--- config.mk ---
export PLATFORM = sky130hd
export DESIGN_NAME = mmf_fault_status
export DESIGN_NICKNAME = d
export VERILOG_FILES = /design/src/mmf_pkg.sv /design/src/mmf_fault_status.sv /design/src/mmf_sticky_bit.sv
export SDC_FILE = /design/constraint.sdc
export NUM_CORES = 1
export LEC_CHECK = 0
export BUFFER_PORTS_ARGS = -buffer_cell sky130_fd_sc_hd__clkbuf_2
export CAP_MARGIN = 20
export CORE_ASPECT_RATIO = 1.1
export CORE_MARGIN = 1
export CORE_UTILIZATION = 51
export CTS_CLUSTER_SIZE = 20
export DETAILED_ROUTE_END_ITERATION = 7
export GPL_TIMING_DRIVEN = 0
export HOLD_SLACK_MARGIN = 0.1
export PLACE_DENSITY = 0.84
export SLEW_MARGIN = 0
export SYNTH_ARGS = -nofsm -noshare
export SYNTH_HDL_FRONTEND = slang
export SYNTH_SLANG_ARGS = --single-unit
export TNS_END_PERCENT = 1
--- constraint.sdc ---
create_clock -name clk_in -period 4 [get_ports clk_in]
set_clock_uncertainty 0.05 [all_clocks]
set_input_delay 0.4 -clock clk_in [delete_from_list [all_inputs] [get_ports clk_in]]
set_output_delay 0.4 -clock clk_in [all_outputs]
set_load 0.02 [all_outputs]
--- src/mmf_pkg.sv ---
// ==========================================
// Memory-management fault status, shared definitions
package mmf_pkg;

  // ==========================================
  // Register map, byte addresses
  localparam int ADDR_W = 8;
  localparam logic [7:0] OFF_STATUS = 8'h00;
  localparam logic [7:0] OFF_FADDR = 8'h04;
  localparam logic [7:0] OFF_ISTAT = 8'h08;
  localparam logic [7:0] OFF_IMASK = 8'h0C;

  // ==========================================
  // Field positions in the status, irq status and irq mask words
  localparam int BIT_INSTR = 0;
  localparam int BIT_DATA = 1;
  localparam int BIT_RSVD = 2;
  localparam int BIT_UNSTK = 3;
  localparam int BIT_AVALID = 7;

  // ==========================================
  // Reset values
  localparam logic RST_FLAG = 1'h0;
  localparam logic [31:0] RST_FADDR = 32'h0000_0000;
  localparam logic [31:0] RST_WORD = 32'h0000_0000;
  localparam logic [1:0] RESP_OKAY = 2'h0;
  localparam logic [1:0] RESP_SLVERR = 2'h2;

  // ==========================================
  // Violation reports from the access-checking logic
  typedef struct packed {
    logic unstack;
    logic data;
    logic [31:0] data_addr;
  } mmf_viol_t;

  // Instruction fetch attributes
  typedef struct packed {
    logic valid;
    logic xn;
    logic mpu_en;
    logic mpu_deny;
  } mmf_fetch_t;

  // Directions to the exception sequencer, one-cycle pulses
  typedef struct packed {
    logic handler_entry;
    logic context_save;
    logic sp_adjust;
    logic pc_faulting;
    logic addr_capture;
  } mmf_act_t;

endpackage

--- src/mmf_fault_status.sv ---
// Our own choices: the register addresses and the AXI4-Lite interface to the registers.
`timescale 1ns/1ps
`default_nettype none
// How it works
// - An access violation while unstacking on exception return sets bit 3, else it reads 0.
// - An unstacking violation is chained to the handler, the return frame stays in place.
// - After an unstacking violation the stack pointer is not moved, no save; no address write unless a data violation comes in the same cycle.
// - A load or store to a location that forbids it sets bit 1.
// - A data violation makes the stacked PC the faulting one and captures the access address.
// - An instruction fetch from a location that forbids execution sets bit 0.
// - Any fetch from an execute-never region faults, whatever the protection unit state.
// - An instruction violation stacks the faulting PC but captures no fault address.
// - Each violation flag stays set until software writes 1 to it; writing 0 keeps it.
// - Bit 2 is reserved and reads zero; software preserves it.
// - Bit 7 is set when a data violation captures an address; writing 1 clears it, the address is kept.
module mmf_fault_status (
  input wire logic clk_in,
  input wire logic sys_rst_in,
  input wire mmf_pkg::mmf_viol_t viol_in,
  input wire mmf_pkg::mmf_fetch_t fetch_in,
  output logic [31:0] fault_addr_out,
  output mmf_pkg::mmf_act_t act_out,
  output logic irq_out,
  input wire logic [7:0] s_axi_awaddr,
  input wire logic s_axi_awvalid,
  output logic s_axi_awready,
  input wire logic [31:0] s_axi_wdata,
  input wire logic [3:0] s_axi_wstrb,
  input wire logic s_axi_wvalid,
  output logic s_axi_wready,
  output logic [1:0] s_axi_bresp,
  output logic s_axi_bvalid,
  input wire logic s_axi_bready,
  input wire logic [7:0] s_axi_araddr,
  input wire logic s_axi_arvalid,
  output logic s_axi_arready,
  output logic [31:0] s_axi_rdata,
  output logic [1:0] s_axi_rresp,
  output logic s_axi_rvalid,
  input wire logic s_axi_rready
);

  // ==========================================
  // Declarations
  logic aw_have_q, aw_have_d, w_have_q, w_have_d;
  logic awready_q, awready_d, wready_q, wready_d;
  logic bvalid_q, bvalid_d, arready_q, arready_d, rvalid_q, rvalid_d;
  logic [1:0] bresp_q, bresp_d, rresp_q;
  logic [7:0] waddr_q;
  logic [31:0] wdata_q, rdata_q, fault_addr_q, mask_q;
  logic [3:0] wstrb_q;
  logic irq_q, rd_stat_q;
  mmf_pkg::mmf_act_t act_q, act_d;
  logic aw_take, w_take, wr_do, ar_take;
  logic wr_status, wr_mask, wr_mapped, rd_mapped;
  logic fetch_viol, any_viol;
  logic [7:0] stat_clr;
  logic flag_unstk, flag_data, flag_instr, flag_avalid;
  logic [2:0] irq_evt, irq_bits, irq_mask3;
  logic istat_rd_clr;
  logic [31:0] stat_word, istat_word, rd_word;

  // ==========================================
  // Event decode
  // Execute-never faults regardless of protection unit state
  assign fetch_viol = fetch_in.valid & (fetch_in.xn | (fetch_in.mpu_en & fetch_in.mpu_deny));
  assign any_viol = viol_in.unstack | viol_in.data | fetch_viol;

  // Exception sequencer directions for the next cycle
  assign act_d.handler_entry = any_viol;
  assign act_d.context_save = (viol_in.data | fetch_viol) & ~viol_in.unstack;
  assign act_d.sp_adjust = (viol_in.data | fetch_viol) & ~viol_in.unstack;
  assign act_d.pc_faulting = viol_in.data | fetch_viol;
  assign act_d.addr_capture = viol_in.data;

  // ==========================================
  // Write channel handshake and decode
  assign aw_take = s_axi_awvalid & awready_q;
  assign w_take = s_axi_wvalid & wready_q;
  assign wr_do = aw_have_q & w_have_q & ~bvalid_q;
  assign aw_have_d = wr_do ? 1'b0 : (aw_have_q | aw_take);
  assign w_have_d = wr_do ? 1'b0 : (w_have_q | w_take);
  assign bvalid_d = wr_do | (bvalid_q & ~s_axi_bready);
  assign awready_d = ~aw_have_d & ~bvalid_d;
  assign wready_d = ~w_have_d & ~bvalid_d;
  assign wr_status = wr_do & (waddr_q == mmf_pkg::OFF_STATUS);
  assign wr_mask = wr_do & (waddr_q == mmf_pkg::OFF_IMASK);
  assign wr_mapped = (waddr_q == mmf_pkg::OFF_STATUS) | (waddr_q == mmf_pkg::OFF_FADDR) |
                     (waddr_q == mmf_pkg::OFF_ISTAT) | (waddr_q == mmf_pkg::OFF_IMASK);
  assign bresp_d = wr_do ? (wr_mapped ? mmf_pkg::RESP_OKAY : mmf_pkg::RESP_SLVERR) : bresp_q;

  // Write-one-to-clear vector, only byte lane 0 carries flags
  assign stat_clr = (wr_status & wstrb_q[0]) ? wdata_q[7:0] : 8'h00;

  // Write channel registers
  always_ff @(posedge clk_in) begin
    if (sys_rst_in) begin
      aw_have_q <= 1'b0;
      w_have_q <= 1'b0;
      awready_q <= 1'b0;
      wready_q <= 1'b0;
      bvalid_q <= 1'b0;
      bresp_q <= mmf_pkg::RESP_OKAY;
    end else begin
      aw_have_q <= aw_have_d;
      w_have_q <= w_have_d;
      awready_q <= awready_d;
      wready_q <= wready_d;
      bvalid_q <= bvalid_d;
      bresp_q <= bresp_d;
    end
  end

  // Captured write address and data
  always_ff @(posedge clk_in) begin
    if (sys_rst_in) begin
      waddr_q <= 8'h00;
      wdata_q <= mmf_pkg::RST_WORD;
      wstrb_q <= 4'h0;
    end else begin
      waddr_q <= aw_take ? s_axi_awaddr : waddr_q;
      wdata_q <= w_take ? s_axi_wdata : wdata_q;
      wstrb_q <= w_take ? s_axi_wstrb : wstrb_q;
    end
  end

  // Interrupt mask, byte lane 0
  always_ff @(posedge clk_in) begin
    if (sys_rst_in) begin
      mask_q <= mmf_pkg::RST_WORD;
    end else if (wr_mask & wstrb_q[0]) begin
      mask_q <= {24'h000000, wdata_q[7:0]};
    end
  end

  // ==========================================
  // Status flags
  mmf_sticky_bit u_unstk (
    .clk_in(clk_in),
    .sys_rst_in(sys_rst_in),
    .set_in(viol_in.unstack),
    .clr_in(stat_clr[mmf_pkg::BIT_UNSTK]),
    .q_out(flag_unstk)
  );
  mmf_sticky_bit u_data (
    .clk_in(clk_in),
    .sys_rst_in(sys_rst_in),
    .set_in(viol_in.data),
    .clr_in(stat_clr[mmf_pkg::BIT_DATA]),
    .q_out(flag_data)
  );
  mmf_sticky_bit u_instr (
    .clk_in(clk_in),
    .sys_rst_in(sys_rst_in),
    .set_in(fetch_viol),
    .clr_in(stat_clr[mmf_pkg::BIT_INSTR]),
    .q_out(flag_instr)
  );
  mmf_sticky_bit u_avalid (
    .clk_in(clk_in),
    .sys_rst_in(sys_rst_in),
    .set_in(viol_in.data),
    .clr_in(stat_clr[mmf_pkg::BIT_AVALID]),
    .q_out(flag_avalid)
  );

  // Fault address, written only by a data violation
  always_ff @(posedge clk_in) begin
    if (sys_rst_in) begin
      fault_addr_q <= mmf_pkg::RST_FADDR;
    end else if (viol_in.data) begin
      fault_addr_q <= viol_in.data_addr;
    end
  end

  // ==========================================
  // Interrupt status, cleared by reading it
  assign irq_evt = {viol_in.unstack, viol_in.data, fetch_viol};
  assign irq_mask3 = {mask_q[mmf_pkg::BIT_UNSTK], mask_q[mmf_pkg::BIT_DATA],
                      mask_q[mmf_pkg::BIT_INSTR]};
  assign istat_rd_clr = ar_take & (s_axi_araddr == mmf_pkg::OFF_ISTAT);
  for (genvar gi = 0; gi < 3; gi++) begin : g_irq
    mmf_sticky_bit u_ibit (
      .clk_in(clk_in),
      .sys_rst_in(sys_rst_in),
      .set_in(irq_evt[gi]),
      .clr_in(istat_rd_clr),
      .q_out(irq_bits[gi])
    );
  end

  // ==========================================
  // Read words, reserved bits zero
  assign stat_word = {24'h000000, flag_avalid, 3'h0, flag_unstk, 1'b0,
                      flag_data, flag_instr};
  assign istat_word = {28'h0000000, irq_bits[2], 1'b0, irq_bits[1], irq_bits[0]};
  assign rd_mapped = (s_axi_araddr == mmf_pkg::OFF_STATUS) |
                     (s_axi_araddr == mmf_pkg::OFF_FADDR) |
                     (s_axi_araddr == mmf_pkg::OFF_ISTAT) |
                     (s_axi_araddr == mmf_pkg::OFF_IMASK);
  assign rd_word = (s_axi_araddr == mmf_pkg::OFF_STATUS) ? stat_word :
                   (s_axi_araddr == mmf_pkg::OFF_FADDR) ? fault_addr_q :
                   (s_axi_araddr == mmf_pkg::OFF_ISTAT) ? istat_word :
                   (s_axi_araddr == mmf_pkg::OFF_IMASK) ? mask_q : mmf_pkg::RST_WORD;

  // Read channel handshake
  assign ar_take = s_axi_arvalid & arready_q;
  assign rvalid_d = ar_take | (rvalid_q & ~s_axi_rready);
  assign arready_d = ~rvalid_d;

  // Read channel registers
  always_ff @(posedge clk_in) begin
    if (sys_rst_in) begin
      arready_q <= 1'b0;
      rvalid_q <= 1'b0;
      rdata_q <= mmf_pkg::RST_WORD;
      rresp_q <= mmf_pkg::RESP_OKAY;
      rd_stat_q <= 1'b0;
    end else begin
      arready_q <= arready_d;
      rvalid_q <= rvalid_d;
      rdata_q <= ar_take ? rd_word : rdata_q;
      rresp_q <= ar_take ? (rd_mapped ? mmf_pkg::RESP_OKAY : mmf_pkg::RESP_SLVERR) : rresp_q;
      rd_stat_q <= ar_take ? (s_axi_araddr == mmf_pkg::OFF_STATUS) : rd_stat_q;
    end
  end

  // ==========================================
  // Sequencer pulses and interrupt level
  always_ff @(posedge clk_in) begin
    if (sys_rst_in) begin
      act_q <= '0;
      irq_q <= 1'b0;
    end else begin
      act_q <= act_d;
      irq_q <= |(irq_bits & irq_mask3);
    end
  end

  // Outputs
  assign fault_addr_out = fault_addr_q;
  assign act_out = act_q;
  assign irq_out = irq_q;
  assign s_axi_awready = awready_q;
  assign s_axi_wready = wready_q;
  assign s_axi_bvalid = bvalid_q;
  assign s_axi_bresp = bresp_q;
  assign s_axi_arready = arready_q;
  assign s_axi_rvalid = rvalid_q;
  assign s_axi_rdata = rdata_q;
  assign s_axi_rresp = rresp_q;
endmodule
`default_nettype wire

--- src/mmf_sticky_bit.sv ---
`timescale 1ns/1ps
`default_nettype none
// ==========================================
// Sticky flag: set has priority over clear
module mmf_sticky_bit (
  input wire logic clk_in,
  input wire logic sys_rst_in,
  input wire logic set_in,
  input wire logic clr_in,
  output logic q_out
);
  logic flag_q;
  logic flag_d;

  // Next value, an event in the clearing cycle survives
  assign flag_d = set_in | (flag_q & ~clr_in);

  // Flag storage
  always_ff @(posedge clk_in) begin
    if (sys_rst_in) begin
      flag_q <= mmf_pkg::RST_FLAG;
    end else begin
      flag_q <= flag_d;
    end
  end

  assign q_out = flag_q;
endmodule
`default_nettype wire

# Word-level counts from Yosys, hierarchy flattened
# Index checks and enable logic that the tools add are counted.
dict set report word_totals {
  ff_bits 112
  latchBits 0
  ramBits 0
  romBits 0
  inputBits 97
  output_inout_bits 79
  elab_cells 104
  memories 0
}
dict set report classes {
  add_sub_neg 0
  mul 0
  div 0
  order_cmp 0
  n_eq_ne 6
  n_shift 0
  n_mux 9
  n_bitwise 59
  reduce_logical 3
}
# operator count
set op_table {}
lappend op_table {{32-bit two-way mux} 2}
lappend op_table {{8-bit by 4-bit equality test with 1-bit output, second input constant} 4}
lappend op_table {{1-bit AND} 24}
lappend op_table {{8-bit two-way mux} 3}
lappend op_table {{1-bit bitwise OR} 21}
lappend op_table {{8-bit by 3-bit equality test with 1-bit output, second input constant} 2}
lappend op_table {{8-bit logical NOT} 2}
lappend op_table {{1-bit NOT} 13}
lappend op_table {{2-bit two-way mux} 2}
lappend op_table {{3-bit AND} 1}
lappend op_table {{3-bit OR reduction} 1}
lappend op_table {{1-bit two-way mux} 2}

# Depth between registers and ports, before layout
dict set report depth {
  depth_word 8
  mapped_depth 5
  mapped_depth_nobuf 3
}

# Cells and area by module
# Synthesis repeated with hierarchy kept, for this count alone.
dict set report unflattened {
  cells_unflattened 401
  area_unflattened_um2 4058.9
}
# mod instances cells_per_inst area_per_inst_um2 seq_area_each_um2
set modules_own_cells {}
lappend modules_own_cells {mmf_fault_status 1 373 3787.4 2062.0}
lappend modules_own_cells {mmf_sticky_bit 7 4 38.8 20.0}

# Worst setup path before layout
# Ideal clock, no wire load.
dict set report synth_path {
  path_type {flip-flop to flip-flop}
  from {register waddr_q[7]}
  to {register mask_q[0]}
  setup_time_ns 0.072
  arrival_ns 1.639
  required_ns 3.878
  path_slack_ns 2.239
  path_stages_with_launch 4
  n_path_buf 0
  synth_period_minus_slack_ns 1.761
  cell_sequence {dfxtp_1 -> or4_4 -> nor4_4 -> mux2i_1}
}
dict set report synth_via {
  elab_chain_cells 3
}
# element line
set synth_lines {}
lappend synth_lines {{start: declaration} mmf_fault_status.sv:49} ;# logic [7:0] waddr_q;
lappend synth_lines {{start signal: assignment} mmf_fault_status.sv:121} ;# waddr_q <= aw_take ? s_axi_awaddr : waddr_q;
lappend synth_lines {{8-bit by 4-bit equality test with 1-bit output} mmf_fault_status.sv:87} ;# assign wr_mask = wr_do & (waddr_q == mmf_pkg::OFF_IMASK);
lappend synth_lines {{1-bit AND} mmf_fault_status.sv:87}
lappend synth_lines {{1-bit AND} mmf_fault_status.sv:131} ;# end else if (wr_mask & wstrb_q[0]) begin
lappend synth_lines {{end signal: assignment} mmf_fault_status.sv:130} ;# mask_q <= mmf_pkg::RST_WORD;
lappend synth_lines {{end signal: assignment} mmf_fault_status.sv:132} ;# mask_q <= {24'h000000, wdata_q[7:0]};
lappend synth_lines {{end: declaration} mmf_fault_status.sv:50} ;# logic [31:0] wdata_q, rdata_q, fault_addr_q, mask_q;
# No other way between the ends.
# A chain may end at the register's enable or synchronous reset.

# Worst setup path after layout
dict set report layout_path {
  from {register waddr_q[7]}
  to {register mask_q[5]}
}
# Same word-level chain as after synthesis.

==> results.cfg <==
[outcome]
status = finished, final reports clean

[route]
drt_first_pass_iters = 5
via_per_inst = 5.328
wirelength_mm = 10.65
vias = 3847
ant_nets = 0
drc = 0
wl_per_cell_um = 14.75
initialDrtViolationCount = 211

[floorplan]
initial_utilization_pct = 52.89
ios = 176
core_mm2 = 0.007913
fp.dieArea_mm2 = 0.008573
num_rows = 34
die_h_um = 97.01
fp.dieW_um = 88.38

[setup_path]
endpoint_kind = flop
cp_data_required_time_ns = 4.24
cpPeakStageDelay_ns = 0.69
cp.arrival_ns = 2.24
rrSetupSlack_ns = 2.01
r2r_cells = 3
reg2reg_to = mask_q[5]
startpoint_type = flop
crit_buf_inv = 0
cp_cell_sequence = or4_4, nor4_4, mux2i_1
crit_fanout = 8
slowest_stage = nor4_4
crit_type = flop to flop
path_delay_family = simple AND/OR/NAND/NOR gates
r2r_start = waddr_q[7]
cp.depth = 3

[worst_hold_path]
min_path_type = input pin to flop
whs_path_depth = 2
hold_end = act_out[2]
min_from = viol_in[33]

[grt]
grt_pass1_vias = 3664
grt_max_degree = 18
grt_antenna_before_repair = 0
grt_overflow = 0
grt_pass1_wl_mm = 17.37
track_usage_pct = 26.01

[synthesis]
ys_seq_area_share_pct = 52.62
ys.flop_type = dfxtp_1
syn_area_mm2 = 0.004185
synthCells = 452
async_reset_ff_share_pct = 0
syn-mean-instance-area_um2 = 9.259
yosysWarnings = 0
synth-edff-count = 0
synth_seq_cells = 110
ys_types = 37

[placement]
post_dp_cell_area_mm2 = 0.005050
portBuffers = 144
gp_congestion = 0.8118
hpwl_mm = 8.131
place_inst = 706

[sta]
hold_viol_final = 0
min_period_over_period_pct = 49.86
tightest_slew_ns = 0.7404
min_period_ns = 1.994
rsz0062_at_grt = no
setup_tns_ns = 0
maxSlewHeadroom_pct = 50.27
setup_viol_count_final = 0
drv_slew = 0
fmax_mhz = 501.4

[finish]
finish.instance_area_mm2 = 0.005291
fin_nets = 706
fillCellCount = 703
final_common_cell = clkbuf_2
layout-drive-gt1-share_pct = 28.99
final_cell_mix = clkbuf_2 (144), dfxtp_1 (110), nand2_1 (68)
syn_to_final_growth_pct = 26.43
num_antenna_cells = 0
final_cells = 722

[power]
ir_drop_v = 0.0002068
powerDensity_mw_per_mm2 = 411.6
power.leakage_nw = 2.297
power_w = 0.002178

[clock_tree]
htree_num_levels = 3
cts_made_buffers = 9
insertion_delay_ns = 0.37
cts.sinks = 110
cts_buffer_depth = 2
cts_hold_buffers = 0
cts_tree = done
cts_resized = 0
cts.clk_slew.worst_paths_ns = 0.10
cts_root_buf = clkbuf_8
postCtsSetupBuffers = 0

[flow_run]
drv_cap = 0
-- worst max path at each step --
| stage | from | endpoint |
|---|---|---|
| 3_5_place_dp | s_axi_araddr[3] | s_axi_rdata[1] |
| 2_1_floorplan | waddr_q[7] | mask_q[0] |
| 5_1_grt | waddr_q[7] | mask_q[4] |
| 6_report | waddr_q[7] | mask_q[5] |
| 4_1_cts | waddr_q[7] | mask_q[4] |
| 3_3_place_gp | s_axi_araddr[1] | s_axi_rdata[30] |
-- flip-flops by register name, indices dropped and copies added, names as in the netlist, 3 cells and up --
register            flops
fault_addr_out         32
s_axi_rdata            32
mask_q                  8
waddr_q                 8
wdata_q                 8
act_out                 4
g_irq.u_ibit.q_out      3
-- metrics by stage --
step / setup slack [ns] / util, % / hold WS [ns]
after floorplan: 2.239 / - / 0.3811
after global placement: 1.666 / 63.76 / 0.3872
after detailed placement: 1.945 / 63.82 / 0.3955
after CTS: 1.979 / 66.87 / 0.1813
after global routing: 1.872 / 66.87 / 0.1972
final: 2.006 / 66.87 / 0.1929
-- cells by family (layout without fill, tap and decap cells) --
group	after synthesis	after routing	synth area share (%)
AO/OA/AOI/OAI	64	64	8.790
buffers and inverters	40	201	3.857
flip-flops	110	110	52.62
multiplexers	48	48	12.53
other	1	2	0.08960
AND/OR/NAND/NOR	189	189	22.12
-- synthesized netlist by cell type, types with 4 or more instances --
cell type  count  share of area, %
mux2_2         5               1.3
nand2b_1      19               2.8
mux2i_1       40               9.6
clkbuf_1      32               2.9
nor3_1         5              0.60
nor2_1        47               4.2
a21oi_1       49               5.9
nand4_1       28               4.2
dfxtp_1      110                53
nor4_1         5              0.75
nand2_1       68               6.1
a311oi_1       4              0.84
-- final cells by class --
class | count | area, um^2 | share of cell area [%]
well taps | 108 | 135.1 | 2.554
plain buffers | 37 | 150.1 | 2.838
flip-flops and latches | 110 | 2202 | 41.62
multi-input cells | 303 | 1826 | 34.50
clock buffers | 12 | 165.2 | 3.121
clock inverters | 4 | 76.32 | 1.442
inverters | 3 | 11.26 | 0.2128
repair buffers | 145 | 725.7 | 13.71
-- power breakdown --
part           switching (W)  leakage (nW)  internal [W]
registers          0.0000316         0.899       0.00114
clock network       0.000360         0.119      0.000406
logic               0.000145          1.28     0.0000981
-- routing by layer --
metal	up-vias	track usage, %	share of wire (%)
met5	-	0	0
li1	1870	-	-
met3	27	5.034	7.2
met4	0	11.91	2.7
met1	1786	31.75	42
met2	164	43.43	48
(Power assumes the default switching activity.)
